[src/pkg/pump_ctrl_consts.svh]
`ifndef PUMP_CTRL_CONSTS_SVH
`define PUMP_CTRL_CONSTS_SVH
`define CLK_MHZ 100
`define OFF_LOW_TIME_US 1500
`define OFF_LOW_CYC (`OFF_LOW_TIME_US * `CLK_MHZ)
`define PWRDN_DELAY_US 1000
`define PWRDN_DELAY_CYC (`PWRDN_DELAY_US * `CLK_MHZ)
`define GAIN1_DELAY_US 120
`define GAIN1_DELAY_CYC (`GAIN1_DELAY_US * `CLK_MHZ)
`define GAIN2_DELAY_US 400
`define GAIN2_DELAY_CYC (`GAIN2_DELAY_US * `CLK_MHZ)
`define STEP_MA 2
`define CODE_W 4
`define CODE_ZERO 4'h0
`define CODE_ONE 4'h1
`define NUM_CH 6
`define CNT_W 20
`define CNT_ZERO 20'h00000
`define CNT_ONE 20'h00001
`define CNT_PAD 12'h000
`define LIM_ONE 32'h00000001
`define GAIN_SKIP_CYC 1
`define CH_NONE 6'h00
`define GAIN_1X 2'h0
`define GAIN_133X 2'h1
`define GAIN_15X 2'h3
`define GAIN_2X 2'h2
`endif

[src/pkg/pump_ctrl_pkg.sv]
package pump_ctrl_pkg;
  typedef enum logic [1:0] {
    GAIN_ST_1X = 2'h0,
    GAIN_ST_133X = 2'h1,
    GAIN_ST_15X = 2'h3,
    GAIN_ST_2X = 2'h2
  } gain_e;
  typedef enum logic [1:0] {
    EN_ST_OFF = 2'h0,
    EN_ST_ON = 2'h1,
    EN_ST_LOWWAIT = 2'h3,
    EN_ST_PWRDN = 2'h2
  } en_e;
  typedef logic [3:0] code_t;
  typedef logic [19:0] cnt_t;
endpackage : pump_ctrl_pkg

[src/core/pin_sync3.sv]
`timescale 1ns/1ns
`default_nettype none
`include "pump_ctrl_consts.svh"
// ----------------------------------------
// three-stage pin synchroniser
// ----------------------------------------
module pin_sync3 (
  input wire logic i_sys_clk,
  input wire logic i_rst,
  input wire logic i_pin,
  output logic o_level
);
  import pump_ctrl_pkg::*;
  typedef struct packed {
    logic s1;
    logic s2;
    logic s3;
    logic lvl;
  } sync_s;
  sync_s st_reg;
  sync_s st_next;
  always_comb begin
    st_next = st_reg;
    st_next.s1 = i_pin;
    st_next.s2 = st_reg.s1;
    st_next.s3 = st_reg.s2;
    // only accept once stages two and three agree
    if (st_reg.s2 == st_reg.s3) begin
      st_next.lvl = st_reg.s3;
    end
  end
  always_ff @(posedge i_sys_clk or posedge i_rst) begin
    if (i_rst) begin
      st_reg <= '0;
    end else begin
      st_reg <= st_next;
    end
  end
  assign o_level = st_reg.lvl;
endmodule : pin_sync3
`default_nettype wire

[src/core/pulse_dimming_pump_mode_ctrl.sv]
`timescale 1ns/1ns
`default_nettype none
`include "pump_ctrl_consts.svh"
module pulse_dimming_pump_mode_ctrl #(
  parameter int unsigned OFF_LOW_CYC = `OFF_LOW_CYC,
  parameter int unsigned PWRDN_DELAY_CYC = `PWRDN_DELAY_CYC,
  parameter int unsigned GAIN1_DELAY_CYC = `GAIN1_DELAY_CYC,
  parameter int unsigned GAIN2_DELAY_CYC = `GAIN2_DELAY_CYC
) (
  input wire logic i_sys_clk,
  input wire logic i_rst,
  input wire logic i_enable_program,
  input wire logic i_supply_undervoltage,
  input wire logic i_regulation_low,
  input wire logic i_onex_sufficient,
  input wire logic [5:0] i_cathode_near_output,
  output logic o_device_enabled,
  output logic [3:0] o_current_code,
  output logic [5:0] o_channel_on,
  output logic [5:0] o_test_current_on,
  output pump_ctrl_pkg::gain_e o_gain_mode
);
  import pump_ctrl_pkg::*;

  // ----------------------------------------
  // state
  // ----------------------------------------
  typedef struct packed {
    en_e en_st;
    logic pin_d;
    code_t code;
    cnt_t low_cnt;
    cnt_t gain_cnt;
    gain_e gain;
    logic enabled;
    logic [5:0] ch_on;
    logic [5:0] test_on;
  } ctrl_s;

  ctrl_s st_reg;
  ctrl_s st_next;
  logic pin_lvl;

  // ----------------------------------------
  // input synchroniser
  // ----------------------------------------
  pin_sync3 u_pin_sync (
    .i_sys_clk(i_sys_clk),
    .i_rst(i_rst),
    .i_pin(i_enable_program),
    .o_level(pin_lvl)
  );

  // ----------------------------------------
  // helpers
  // ----------------------------------------
  function automatic logic cnt_hit(input cnt_t cnt, input int unsigned lim);
    cnt_hit = ({`CNT_PAD, cnt} >= (lim - `LIM_ONE));
  endfunction : cnt_hit

  function automatic cnt_t cnt_inc(input cnt_t cnt);
    cnt_inc = cnt + `CNT_ONE;
  endfunction : cnt_inc

  function automatic logic is_on(input en_e st);
    is_on = (st == EN_ST_ON);
  endfunction : is_on

  // ladder only climbs; the way down is always straight to 1x
  function automatic gain_e gain_up(input gain_e g);
    case (g)
      GAIN_ST_1X: begin
        gain_up = GAIN_ST_133X;
      end
      GAIN_ST_133X: begin
        gain_up = GAIN_ST_15X;
      end
      GAIN_ST_15X: begin
        gain_up = GAIN_ST_2X;
      end
      GAIN_ST_2X: begin
        gain_up = GAIN_ST_2X;
      end
      default: begin
        gain_up = GAIN_ST_1X;
      end
    endcase
  endfunction : gain_up

  // dwell before each climb
  function automatic int unsigned gain_limit(input gain_e g);
    case (g)
      GAIN_ST_1X: begin
        gain_limit = GAIN1_DELAY_CYC;
      end
      GAIN_ST_133X: begin
        gain_limit = GAIN2_DELAY_CYC;
      end
      GAIN_ST_15X: begin
        gain_limit = `GAIN_SKIP_CYC;
      end
      default: begin
        gain_limit = `GAIN_SKIP_CYC;
      end
    endcase
  endfunction : gain_limit

  function automatic logic [5:0] lit_mask(input logic en, input code_t code,
                                          input logic [5:0] near);
    logic [5:0] m;
    m = `CH_NONE;
    for (int i = 0; i < `NUM_CH; i++) begin
      m[i] = en && (code != `CODE_ZERO) && !near[i];
    end
    return m;
  endfunction : lit_mask

  function automatic logic [5:0] test_mask(input logic en, input logic [5:0] near);
    logic [5:0] m;
    m = `CH_NONE;
    for (int i = 0; i < `NUM_CH; i++) begin
      m[i] = en && near[i];
    end
    return m;
  endfunction : test_mask

  // ----------------------------------------
  // edge detect
  // ----------------------------------------
  logic rise;
  assign rise = pin_lvl && !st_reg.pin_d;

  // ----------------------------------------
  // next state
  // ----------------------------------------
  always_comb begin
    st_next = st_reg;
    st_next.pin_d = pin_lvl;

    // enable / program / shutdown sequencing
    case (st_reg.en_st)
      EN_ST_OFF: begin
        st_next.code = `CODE_ZERO;
        st_next.low_cnt = `CNT_ZERO;
        if (pin_lvl) begin
          st_next.en_st = EN_ST_ON;
        end
      end
      EN_ST_ON: begin
        if (rise) begin
          // wraps 15 -> 0, so fifteen pulses step one down
          st_next.code = st_reg.code + `CODE_ONE;
        end
        if (pin_lvl) begin
          st_next.low_cnt = `CNT_ZERO;
        end else if (cnt_hit(st_reg.low_cnt, OFF_LOW_CYC)) begin
          st_next.low_cnt = `CNT_ZERO;
          st_next.en_st = EN_ST_LOWWAIT;
        end else begin
          st_next.low_cnt = cnt_inc(st_reg.low_cnt);
        end
      end
      EN_ST_LOWWAIT: begin
        // shutdown accepted; channels go dark now, core winds down after delay
        st_next.code = `CODE_ZERO;
        if (cnt_hit(st_reg.low_cnt, PWRDN_DELAY_CYC)) begin
          st_next.low_cnt = `CNT_ZERO;
          st_next.en_st = EN_ST_PWRDN;
        end else begin
          st_next.low_cnt = cnt_inc(st_reg.low_cnt);
        end
      end
      EN_ST_PWRDN: begin
        st_next.code = `CODE_ZERO;
        st_next.low_cnt = `CNT_ZERO;
        if (!pin_lvl) begin
          st_next.en_st = EN_ST_OFF;
        end
      end
      default: begin
        st_next.en_st = EN_ST_OFF;
      end
    endcase

    // gain mode sequencing; only runs while enabled
    if (st_reg.en_st != EN_ST_ON || i_onex_sufficient) begin
      st_next.gain = GAIN_ST_1X;
      st_next.gain_cnt = `CNT_ZERO;
    end else if (!i_regulation_low) begin
      st_next.gain_cnt = `CNT_ZERO; // hold current mode, restart delay
    end else begin
      case (st_reg.gain)
        GAIN_ST_1X: begin
          if (cnt_hit(st_reg.gain_cnt, gain_limit(st_reg.gain))) begin
            st_next.gain = gain_up(st_reg.gain);
            st_next.gain_cnt = `CNT_ZERO;
          end else begin
            st_next.gain_cnt = cnt_inc(st_reg.gain_cnt);
          end
        end
        GAIN_ST_133X: begin
          if (cnt_hit(st_reg.gain_cnt, gain_limit(st_reg.gain))) begin
            st_next.gain = gain_up(st_reg.gain);
            st_next.gain_cnt = `CNT_ZERO;
          end else begin
            st_next.gain_cnt = cnt_inc(st_reg.gain_cnt);
          end
        end
        GAIN_ST_15X: begin
          // no delay given for this step; move on next cycle
          st_next.gain = gain_up(st_reg.gain);
          st_next.gain_cnt = `CNT_ZERO;
        end
        GAIN_ST_2X: begin
          st_next.gain_cnt = `CNT_ZERO;
        end
        default: begin
          st_next.gain = GAIN_ST_1X;
        end
      endcase
    end

    // under-voltage beats everything else
    if (i_supply_undervoltage) begin
      st_next.en_st = EN_ST_OFF;
      st_next.code = `CODE_ZERO;
      st_next.gain = GAIN_ST_1X;
      st_next.low_cnt = `CNT_ZERO;
      st_next.gain_cnt = `CNT_ZERO;
    end

    // ----------------------------------------
    // channel drive
    // ----------------------------------------
    st_next.enabled = is_on(st_next.en_st);
    st_next.ch_on = lit_mask(st_next.enabled, st_next.code,
                             i_cathode_near_output);
    st_next.test_on = test_mask(st_next.enabled, i_cathode_near_output);
  end

  // ----------------------------------------
  // registers
  // ----------------------------------------
  always_ff @(posedge i_sys_clk or posedge i_rst) begin
    if (i_rst) begin
      st_reg <= '0;
    end else begin
      st_reg <= st_next;
    end
  end

  // ----------------------------------------
  // outputs, straight from the state register
  // ----------------------------------------
  assign o_device_enabled = st_reg.enabled;
  assign o_current_code = st_reg.code;
  assign o_channel_on = st_reg.ch_on;
  assign o_test_current_on = st_reg.test_on;
  assign o_gain_mode = st_reg.gain;
endmodule : pulse_dimming_pump_mode_ctrl
`default_nettype wire

[config.mk]
export PLATFORM = sky130hd
export DESIGN_NAME = pulse_dimming_pump_mode_ctrl
export DESIGN_NICKNAME = d
export VERILOG_FILES = /design/src/pkg/pump_ctrl_pkg.sv /design/src/core/pin_sync3.sv /design/src/core/pulse_dimming_pump_mode_ctrl.sv
export VERILOG_INCLUDE_DIRS = /design/src /design/src/pkg
export SDC_FILE = /design/constraint.sdc
export NUM_CORES = 1
export LEC_CHECK = 0
export BUFFER_PORTS_ARGS = -buffer_cell sky130_fd_sc_hd__buf_2
export CELL_PAD_IN_SITES_DETAIL_PLACEMENT = 0
export CELL_PAD_IN_SITES_GLOBAL_PLACEMENT = 1
export CORE_MARGIN = 4
export CORE_UTILIZATION = 30
export DETAILED_ROUTE_END_ITERATION = 7
export GPL_TIMING_DRIVEN = 0
export PLACE_DENSITY_LB_ADDON = 0.1
export SYNTH_ARGS = -nofsm -noshare
export SYNTH_HDL_FRONTEND = slang
export SYNTH_SLANG_ARGS = --single-unit
[constraint.sdc]
create_clock -name i_sys_clk -period 4.65 [get_ports i_sys_clk]
set_input_delay 0.93 -clock i_sys_clk [delete_from_list [all_inputs] [get_ports i_sys_clk]]
set_output_delay 0.93 -clock i_sys_clk [all_outputs]
set_load 0.005 [all_outputs]
After elaboration in Yosys (flattened, before gate mapping). Cells that the tools add are included.

Register bits after elaboration: 66. Input bits: 12. Word-level logic and storage cells: 91. Output and inout bits: 19.

Add/subtract/negate cells: 5. Muxes and demuxes: 28. Equality and inequality tests: 11. Reductions and logical operators: 30. Magnitude comparators: 4.

Operator list (count): 32-bit 2-to-1 mux (6); 20-bit 2-to-1 mux (6); 24-bit one-hot mux with 3 select lines (1); 20-bit by 32-bit greater-or-equal comparator with 1-bit output (2); 32-bit by 1-bit subtractor with 32-bit output (second input constant) (2); 20-bit one-hot mux with 3 select lines (1); 46-bit 2-to-1 mux (1); 20-bit by 1-bit adder with 20-bit output (second input constant) (2); 22-bit 2-to-1 mux (1); 20-bit by 17-bit greater-or-equal comparator with 1-bit output (second input constant) (1); 20-bit by 18-bit greater-or-equal comparator with 1-bit output (second input constant) (1); 2-bit 2-to-1 mux (9); 1-bit logical AND (14); 2-bit == test (second input constant) (4); 4-bit inequality test (second input constant) (2); 2-bit one-hot mux with 4 select lines (1); 1-bit zero test (7); 2-bit by 1-bit == test with 1-bit output (second input constant) (3); 2-bit one-hot mux with 3 select lines (1); 5-bit nonzero test (1); 4-bit by 1-bit adder with 4-bit output (second input constant) (1); 2-bit zero test (2); 4-bit 2-to-1 mux (1); 4-bit AND reduction (1); 6 further kinds (7).

Longest topological paths before layout. Gate-level depths: netlist (run 1).

Word-level depth: 14. Gate-level depth with buffers: 8. Depth with buffers taken out: 6.

Hierarchy. From an unflattened synthesis (run 1), not the netlist that was laid out.

Cells, all modules: 308. Area, all modules: 3155.5 µm².

Modules (own cells, without submodules): pulse_dimming_pump_mode_ctrl (times used 1, cells an instance 302, sequential area each 1551.5 µm², area each 3040.4 µm²); pin_sync3 (times used 1, cells an instance 6, sequential area each 100.1 µm², area each 115.1 µm²).

Worst setup path after synthesis (run 1). OpenSTA, ideal clock, no wires.

Path kind: input -> register. From: input port i_supply_undervoltage. To: register st_reg[46] in the netlist's numbering. Library setup time: 0.077 ns. Stages: 6. Slack: 2.367 ns. Path buffers: 3. Data required time: 4.573 ns. Arrival time: 2.206 ns. Cell sequence: or3b_1 clkbuf_1 or3_1 buf_2 buf_2 a21oi_1.

RTL lines: from (decl) (RTL line pulse_dimming_pump_mode_ctrl.sv:13) `input wire logic i_supply_undervoltage,`; to (signal assigned) (RTL line pulse_dimming_pump_mode_ctrl.sv:248) `st_reg <= st_next;`; to (decl) (RTL line pulse_dimming_pump_mode_ctrl.sv:40) `ctrl_s st_reg;`.

==> out/metrics.cfg, run 1 <==
[clocking]
cts_tree=built
clock-sinks=66
clk_pin_slew_worst_paths_ns=0.08
cts_resized=0
cts_root_buf=clkbuf_8
postCtsSetupRepairBufs=0
postCtsHoldBufs=0
clk_latency_ns=0.34
max-clock-path-buffers=2
htreeDepth=3
cts_buffers=9

[grt]
grt_pass1_wl_mm=10.5
grt_max_degree=67
antenna_found_initial=0
grt_overflow_total=0
grt_pass1_vias=2202
grt_util_all_layers_pct=11.3

[critical_path]
end_kind=register
crit_arrival_ns=2.52
r2r-start=st_reg[35]$_DFF_PP0_
reg2reg_slack_ns=2.55
critPathBufInv=4
r2r-end=st_reg[50]$_DFF_PP0_
cp_top_family=buffers and inverters
ff2ff_path_depth=8
crit_chain=buf_2 > or3b_1 > clkbuf_1 > or3_1 > buf_2 > buf_2 > a21oi_1
cp_max_fo=10
worstSetupPathType=primary input to register
crit_slowest_cell=or3_1
cp_common_cell=buf_2
required_ns=4.91
cp-start-kind=primary input
slowest_delay_ns=0.37

[synth]
yosys_most_used_dff=dfrtp_1
yosysWarnings=0
syn_area_mm2=0.00308
synth_top_cell_by_area=dfrtp_1
ys_seq_elements=66
async_flop_share_pct=100
synth_top_area_share_pct=53.7
netlist_instances=298
synth.yosys.seq_area_share_pct=53.7
synthTopCellsByArea=dfrtp_1, xor2_1, buf_4
syn_avg_cell_area_um2=10.3
synth-edff-count=0
ys_types=48

[sta]
tightest_slew_ns=0.825
finClkSkew_ns=0.0135
fmax_ghz=0.443
slew_violations=0
relSlewSlack_pct=45.0
tns_ns=0
rsz0062_at_grt=false
hold_viol=0
layout_setup_ws_ns=2.39
setup_viol=0
fin_crit_sh_pct=48.6
period_needed_ns=2.26

[pwr]
powerDensity_mw_per_mm2=324
ir_drop_v=0.000147
leakagePower_nw=1.61
power_w=0.00118

[placement]
io_buffers=30
post-place-ws_ns=2.02
dp_cells=466
dp_hpwl_mm=4.10
place.gp.congestion=0.753

[outcome]
status=finished clean

[flow_run]
timing.max_cap.violations=0

[final_layout]
syn_to_final_growth_pct=18.1
drive_gt1_share_pct=21.5
n_fill_cell=1001
final_common_cell=dfrtp_1
final-instance-count-excl-fill=482
fin_nets=359
largest_reg_flops=43
n_antenna_cell=0
mostFrequentLayoutCells=dfrtp_1, nor2_1, buf_2

[floorplanning]
num_rows=36
die_h_um=109
die-area_mm2=0.0119
die_width_um=109
start_util_pct=31.2
core-area_mm2=0.00986
boundaryPins=31

[routing]
vias_per_cell=4.48
dr_total_vias=2161
antenna_left=0
drt-initial-drc-count=66
drtPass1Iterations=4
wl_per_cell_um=12.2
drc_errors=0
detail_route.wirelength_mm=5.88

[min_path]
min_from=u_pin_sync.o_level$_DFFE_PP0N_
min_path_type=register to register
hold_end=st_reg[59]$_DFF_PP0_
min_path_cells=0

-- how the worst max path moves through the flow --
stage	start	to	cells after the start	slack, ns
after floorplan	i_rst	o_channel_on[0]$_DFF_PP0_	1	2.07
after global placement	i_rst	st_reg[50]$_DFF_PP0_	2	1.11
after detailed placement	i_supply_undervoltage	st_reg[45]$_DFF_PP0_	7	2.02
after CTS	i_supply_undervoltage	st_reg[45]$_DFF_PP0_	7	2.39
after global routing	i_supply_undervoltage	st_reg[45]$_DFF_PP0_	7	2.27
final	i_supply_undervoltage	st_reg[50]$_DFF_PP0_	7	2.39
-- where the power goes --
part,internal [W],switching [W],leakage [nW],total [W]
Combinational,0.0000250,0.0000341,0.606,0.0000591
Clock,0.000304,0.000221,0.110,0.000525
Sequential,0.000587,0.00000617,0.890,0.000593
-- area by class of cell --
class / instances / area (µm²) / share of cell area, %
inverters: 8 / 32.5 / 0.896
flip-flops and latches: 66 / 1650 / 45.5
well taps: 133 / 166 / 4.58
repair buffers: 30 / 150 / 4.13
clock inverters: 6 / 91.3 / 2.51
plain buffers: 25 / 175 / 4.82
clock buffers: 10 / 128 / 3.51
multi-input cells: 204 / 1240 / 34.1
-- per-layer routing --
metal,vias up,wire [µm],part of all wire [%],GRT usage (%)
met2,27,2770,47,17.8
met1,1032,2830,48,14.3
li1,1096,-,-,-
met4,0,70,1.2,3.47
met3,6,207,3.5,4.20
met5,-,0,0,0
-- synth_stat cells, types with 4 or more instances --
| master | number |
|---|---|
| a21oi_1 | 19 |
| and2_1 | 6 |
| buf_4 | 19 |
| dfrtp_1 | 66 |
| inv_1 | 8 |
| nand2_1 | 18 |
| nand3_1 | 13 |
| nand4_1 | 6 |
| nor2_1 | 34 |
| nor3_1 | 10 |
| nor4_1 | 7 |
| o21ai_0 | 6 |
| or4_1 | 4 |
| xnor2_1 | 13 |
| xor2_1 | 20 |
-- per-stage QoR --
| step | instance area, µm² | util [%] | hold slack [ns] |
|---|---|---|---|
| 6_report | 3630 | 36.8 | 0.375 |
| 5_1_grt | 3630 | 36.8 | 0.401 |
| 4_1_cts | 3630 | 36.8 | 0.380 |
| 3_5_place_dp | 3410 | 34.6 | 0.363 |
| 3_3_place_gp | 3410 | 34.6 | 0.357 |
| 2_1_floorplan | 3090 | - | 0.331 |
-- cell families (layout without fill, tap and decap cells) --
| family | after synthesis | in the layout | synth area share (%) |
|---|---|---|---|
| mux | 3 | 3 | 0.976 |
| simple gates | 117 | 117 | 19.6 |
| flops | 66 | 66 | 53.7 |
| fa+ha+maj | 4 | 4 | 1.55 |
| buf+inv | 33 | 79 | 6.67 |
| compound gates | 41 | 41 | 8.01 |
| other cells | 1 | 6 | 0.122 |
| xor+xnor | 33 | 33 | 9.40 |
No activity file was read; power rests on OpenSTA's default activity.
==> run 2: changes to the inputs <==
- clock period: 4.65 -> 2 ns (I/O delays scaled with it)
==> run 2 against run 1 <==
Net effect: worst setup slack worse by 2.3 ns; final cell count is 1.0% higher; count of clock-buffer cells in the layout stayed put; critical path depth is 1 higher; critical endpoint is now st_reg[44]$_DFF_PP0_; via count is 2.9% higher; global-route usage is 0.28 points higher.
==> out/metrics.cfg, run 2 (synthesis results as in run 1) <==
[outcome]
status=finished clean

[routing]
vias_per_cell=4.56  ; +1.8%
dr_wl_met3_um=205  ; -0.97%
dr_total_vias=2223  ; +2.9%
drtPass1Iterations=4  ; unchanged
antenna_left=0  ; unchanged
drc_errors=0  ; unchanged
wl_per_cell_um=12.8  ; +4.6%
dr.max_layer_used=met4
met2_length_mm=2.85  ; +3.0%
drt-initial-drc-count=51  ; -23%
wl_met1_mm=3.05  ; +7.7%
detail_route.wirelength_mm=6.22  ; +5.7%

[floorplanning]
die_h_um=109  ; unchanged
die_width_um=109  ; unchanged
core-area_mm2=0.00986  ; unchanged
start_util_pct=31.2  ; unchanged
die-area_mm2=0.0119  ; unchanged
num_rows=36  ; unchanged
boundaryPins=31  ; unchanged

[sta]
setup_viol=0  ; unchanged
finClkSkew_ns=0.00859  ; -0.00493 ns
fin_crit_sh_pct=96.0
fmax_ghz=0.521
relSlewSlack_pct=48.5  ; +3.5 points
period_needed_ns=1.92
rsz0062_at_grt=false
tightest_slew_ns=0.771  ; -0.0544 ns
slew_violations=0  ; unchanged
hold_viol=0  ; unchanged

[placement]
place.gp.congestion=0.737  ; -2.1%
io_buffers=30  ; unchanged
dp_hpwl_mm=4.28  ; +4.4%
dp_cells=467  ; +0.21%

[grt]
grt_pass1_vias=2243  ; +1.9%
grt_max_degree=35  ; -48%
antenna_found_initial=0  ; unchanged
grt_overflow_total=0  ; unchanged
grt_pass1_wl_mm=10.8  ; +2.8%
grt_util_all_layers_pct=11.5  ; +0.28 points

[clocking]
cts_buffers=9  ; unchanged
cts_tree=built
clk_latency_ns=0.34  ; about the same
clk_pin_slew_worst_paths_ns=0.07  ; about the same
max-clock-path-buffers=2  ; unchanged
cts_root_buf=clkbuf_8
clock-sinks=66  ; unchanged
htreeDepth=3  ; unchanged

[final_layout]
final-instance-count-excl-fill=487  ; +1.0%
n_fill_cell=1033  ; +3.2%
mostFrequentLayoutCells=dfrtp_1, nor2_1, buf_2
syn_to_final_growth_pct=24.0
seqCellArea_mm2=0.00165  ; +0.15%
drive_gt1_share_pct=29.1  ; +7.6 points
final_common_cell=dfrtp_1
n_antenna_cell=0  ; unchanged
largest_reg_flops=43  ; unchanged
multiInputGateArea_mm2=0.00137  ; +11%
fin_nets=365  ; +1.7%
utilization_pct=38.7  ; +1.8 points

[critical_path]
cp-start-kind=register
cp_max_fo=10  ; unchanged
crit_arrival_ns=2.18  ; -0.34 ns
worstSetupPathType=register to register
required_ns=2.26  ; -2.65 ns
end_kind=register

[flow_run]
timing.max_cap.violations=0  ; unchanged

[pwr]
power_w=0.00264  ; +120%
powerDensity_mw_per_mm2=691  ; +110%
leakagePower_nw=1.63  ; +1.3%
ir_drop_v=0.000236  ; +61%

[min_path]
min_path_type=primary input to register

==> run 2: metal layers <==
metal  GRT usage, %  vias up
met3           2.90        9
met4           4.81        0
met1           15.7     1076
met2           17.5       28
met5              0        -
li1               -     1110
==> run 2: area by class of cell <==
| class | instances | share of cell area (%) |
|---|---|---|
| tap | 133 | 4.36 |
| multi-input combinational | 204 | 35.9 |
| clock inverter | 5 | 1.44 |
| timing repair buffer | 37 | 5.64 |
| sequential | 66 | 43.4 |
| inverter | 8 | 0.886 |
| buffer | 24 | 4.82 |
| clock buffer | 10 | 3.61 |
==> run 2: metrics by stage <==
| step | hold slack, ns | worst slack, ns | instance area, µm² | TNS (ns) |
|---|---|---|---|---|
| 2_1_floorplan | 0.331 | 0.169 | 3100 | 0 |
| 3_5_place_dp | 0.362 | -0.200 | 3430 | -3.05 |
| 5_1_grt | 0.152 | 0.00193 | 3810 | 0 |
| 3_3_place_gp | 0.357 | -0.170 | 3410 | -3.18 |
| 4_1_cts | 0.156 | -0.00308 | 3680 | -0.00337 |
| 6_report | 0.169 | 0.0792 | 3810 | 0 |
==> run 2: worst paths after layout <==
kind	from	slack [ns]	depth (start not counted)	to
worst max-delay path	st_reg[36]$_DFF_PP0_	0.08	8	st_reg[44]$_DFF_PP0_
worst min-delay path	i_enable_program	0.17	1	u_pin_sync.st_next[2]$_DFF_PP0_
worst max register to register	st_reg[36]$_DFF_PP0_	0.08	8	st_reg[44]$_DFF_PP0_
worst min register to register	u_pin_sync.o_level$_DFFE_PP0N_	0.37	0	st_reg[59]$_DFF_PP0_
max in group asynchronous	i_rst	1.19	3	st_reg[51]$_DFF_PP0_
min in group asynchronous	i_rst	0.19	2	st_reg[25]$_DFF_PP0_
==> run 2: power by group <==
part | internal, W | leakage, nW | total (W) | switching, W
registers | 0.00136 | 0.887 | 0.00138 | 0.0000159
clock network | 0.000598 | 0.0941 | 0.00110 | 0.000506
logic | 0.0000665 | 0.646 | 0.000151 | 0.0000844
==> run 2: timing repair <==
item	CTS	global route
hold buffers	0	0
buffers inserted	2	4
resized for setup	11	20
pin swaps	4	7
endpoints found under the setup margin	35	20
==> run 2: critical path, stage by stage, from the launching register on <==
cell,delay [ns]
dfrtp_1,0.42
ha_4,0.20
a31oi_4,0.17
o21a_1,0.19
o21ai_2,0.08
or3_1,0.33
buf_6,0.15
buf_6,0.14
a21oi_2,0.14
==> run 3: changes to the inputs <==
- CORE_UTILIZATION: 30 -> 40
==> run 3 against run 2 <==
Net effect: via count fell by 2.0%; sequential power about the same; fmax up 2.6%; critical path type unchanged; largest cell class unchanged.
==> out/metrics.cfg, run 3 (synthesis results as in run 1) <==
[outcome]
status=finished clean

[grt]
grt_util_all_layers_pct=13.8  ; +2.3 points
antenna_found_initial=0  ; unchanged
grt_pass1_wl_mm=9.72  ; -9.6%
grt_max_degree=39  ; +11%
grt_overflow_total=0  ; unchanged
grt_pass1_vias=2089  ; -6.9%

[pwr]
power_frac_comb_pct=5.6  ; about the same
ir_drop_v=0.000302  ; +28%
p_int_w=0.00208  ; +2.3%
p_sw_w=0.000582  ; -3.9%
powerDensity_mw_per_mm2=708  ; +2.5%
clkPwrFrac_pct=42.5  ; +0.6 points
seqPwrFrac_pct=51.9  ; -0.5 points
leakagePower_nw=1.63  ; +0.42%
netSwitchingFraction_pct=21.9  ; -1.1 points

[clocking]
clock-sinks=66  ; unchanged
htreeDepth=3  ; unchanged
cts_tree=built
postCtsHoldBufs=0  ; unchanged
clk_pin_slew_worst_paths_ns=0.07  ; about the same
cts_root_buf=clkbuf_8
cts_buffers=9  ; unchanged
clk_latency_ns=0.33  ; about the same
max-clock-path-buffers=2  ; unchanged

[critical_path]
crit_arrival_ns=2.13  ; -0.05 ns
cp_max_fo=10  ; unchanged
crit_slowest_cell=or4_4
required_ns=2.26  ; about the same
slowest_delay_ns=0.53  ; +0.11 ns
worstSetupPathType=register to register
crit_chain=or4_4 > a211oi_2 > o2111ai_2 > a21o_2 > buf_6 > nor2_1
cp-start-kind=register
end_kind=register

[sta]
tightest_slew_ns=0.852  ; +0.0811 ns
period_needed_ns=1.87  ; -0.0483 ns
tns_ns=0  ; unchanged
slew_violations=0  ; unchanged
fin_crit_sh_pct=93.6  ; -2.4 points
hold_viol=0  ; unchanged
rsz0062_at_grt=false
fmax_ghz=0.534  ; +2.6%
finClkSkew_ns=0.00789  ; -0.000694 ns
setup_viol=0  ; unchanged
relSlewSlack_pct=43.1  ; -5.4 points

[routing]
drt-initial-drc-count=89  ; +75%
drtPass1Iterations=4  ; unchanged
dr_total_vias=2178  ; -2.0%
wl_per_cell_um=12.8  ; +0.13%
detail_route.wirelength_mm=5.83  ; -6.2%
antenna_left=0  ; unchanged
drc_errors=0  ; unchanged
vias_per_cell=4.78  ; +4.6%

[final_layout]
largest_reg_flops=43  ; unchanged
fin_area_mm2=0.00375  ; -1.6%
syn_to_final_growth_pct=22.1
n_antenna_cell=0  ; unchanged
drive_gt1_share_pct=28.0  ; -1.1 points
mostFrequentLayoutCells=dfrtp_1, nor2_1, buf_2
fin_nets=367  ; +0.55%
final_common_cell=dfrtp_1

[floorplanning]
die_h_um=95.7  ; -12%
die-area_mm2=0.00916  ; -23%
core-area_mm2=0.00737  ; -25%
num_rows=31  ; -14%
die_width_um=95.7  ; -12%
start_util_pct=41.7  ; +11 points
boundaryPins=31  ; unchanged

[placement]
place.gp.congestion=0.828  ; +12%
io_buffers=30  ; unchanged
dp_hpwl_mm=3.90  ; -9.0%
placed_cell_area_mm2=0.00339  ; -1.2%

[flow_run]
timing.max_cap.violations=0  ; unchanged

[min_path]
min_path_type=primary input to register

## run 3: cell types whose count changed in the layout (fill, tap and decap cells not counted), moves of 2 or more
| cell | previous run | this run |
|---|---|---|
| a21oi_1 | 14 | 19 |
| a21oi_2 | 5 | 0 |
| clkbuf_1 | 2 | 6 |
| buf_4 | 25 | 27 |
| buf_6 | 3 | 1 |
| clkinvlp_4 | 3 | 1 |
## run 3: power groups by stage
stage	combinational [W]	sequential [W]	clock, W
finish	0.000148	0.00138	0.00113
global route	0.000170	0.00138	0.00124
CTS	0.000147	0.00138	0.00117
detailed placement	0.000146	0.00140	0
global placement	0.000139	0.00140	0
floorplan	0.0000924	0.00140	0
## run 3: metrics by stage
step                      utilization [%]  setup slack (ns)  cells  hold WS, ns  total power, W
after CTS                            49.4           0.00275    452        0.167         0.00269
final                                50.9             0.127    456        0.181         0.00266
after global placement               45.8            -0.139    432        0.357         0.00154
after floorplan                         -             0.169    303        0.331         0.00149
after global routing                 50.9           0.00373    456        0.162         0.00279
after detailed placement             46.0            -0.120    433        0.362         0.00155
## run 3: layer usage
layer  track usage, %  vias up  part of all wire, %
li1                 -     1115                    -
met1             19.2     1021                   51
met2             20.5       33                   44
met3             3.00        9                  4.1
met4             6.40        0                  1.6
met5                0        -                    0
## run 3: cell type report
class	count	area, µm²
Clock buffer	14	163
Timing Repair Buffer	39	230
Tap cell	99	124
Fill cell	691	3620
Sequential cell	66	1660
Clock inverter	2	35.0
Multi-Input combinational cell	204	1330
Inverter	8	33.8
Buffer	24	180
## run 3: timing repair
item                       CTS  global route
setup buffers                4             4
gates resized for setup      6            23
pin swaps                    2             4
setup endpoints to repair   33            34
## run 3: worst max-delay path: cells and delay by family, from the launching register on
family | cells | cell delay, ns
buffers and inverters | 1 | 0.15
flip-flops | 1 | 0.41
AO/OA/AOI/OAI | 3 | 0.61
AND/OR/NAND/NOR | 2 | 0.63
## run 3: path summary, 6_finish.rpt
kind | startpoint | to | slack, ns | depth (start not counted)
min in group asynchronous | i_rst | st_reg[28]$_DFF_PP0_ | 0.23 | 2
setup / recovery | st_reg[28]$_DFF_PP0_ | st_reg[30]$_DFF_PP0_ | 0.13 | 6
hold reg to reg | u_pin_sync.o_level$_DFFE_PP0N_ | st_reg[59]$_DFF_PP0_ | 0.38 | 0
setup reg to reg | st_reg[28]$_DFF_PP0_ | st_reg[30]$_DFF_PP0_ | 0.13 | 6
hold / removal | i_enable_program | u_pin_sync.st_next[2]$_DFF_PP0_ | 0.18 | 1
max in group asynchronous | i_rst | st_reg[35]$_DFF_PP0_ | 1.15 | 3
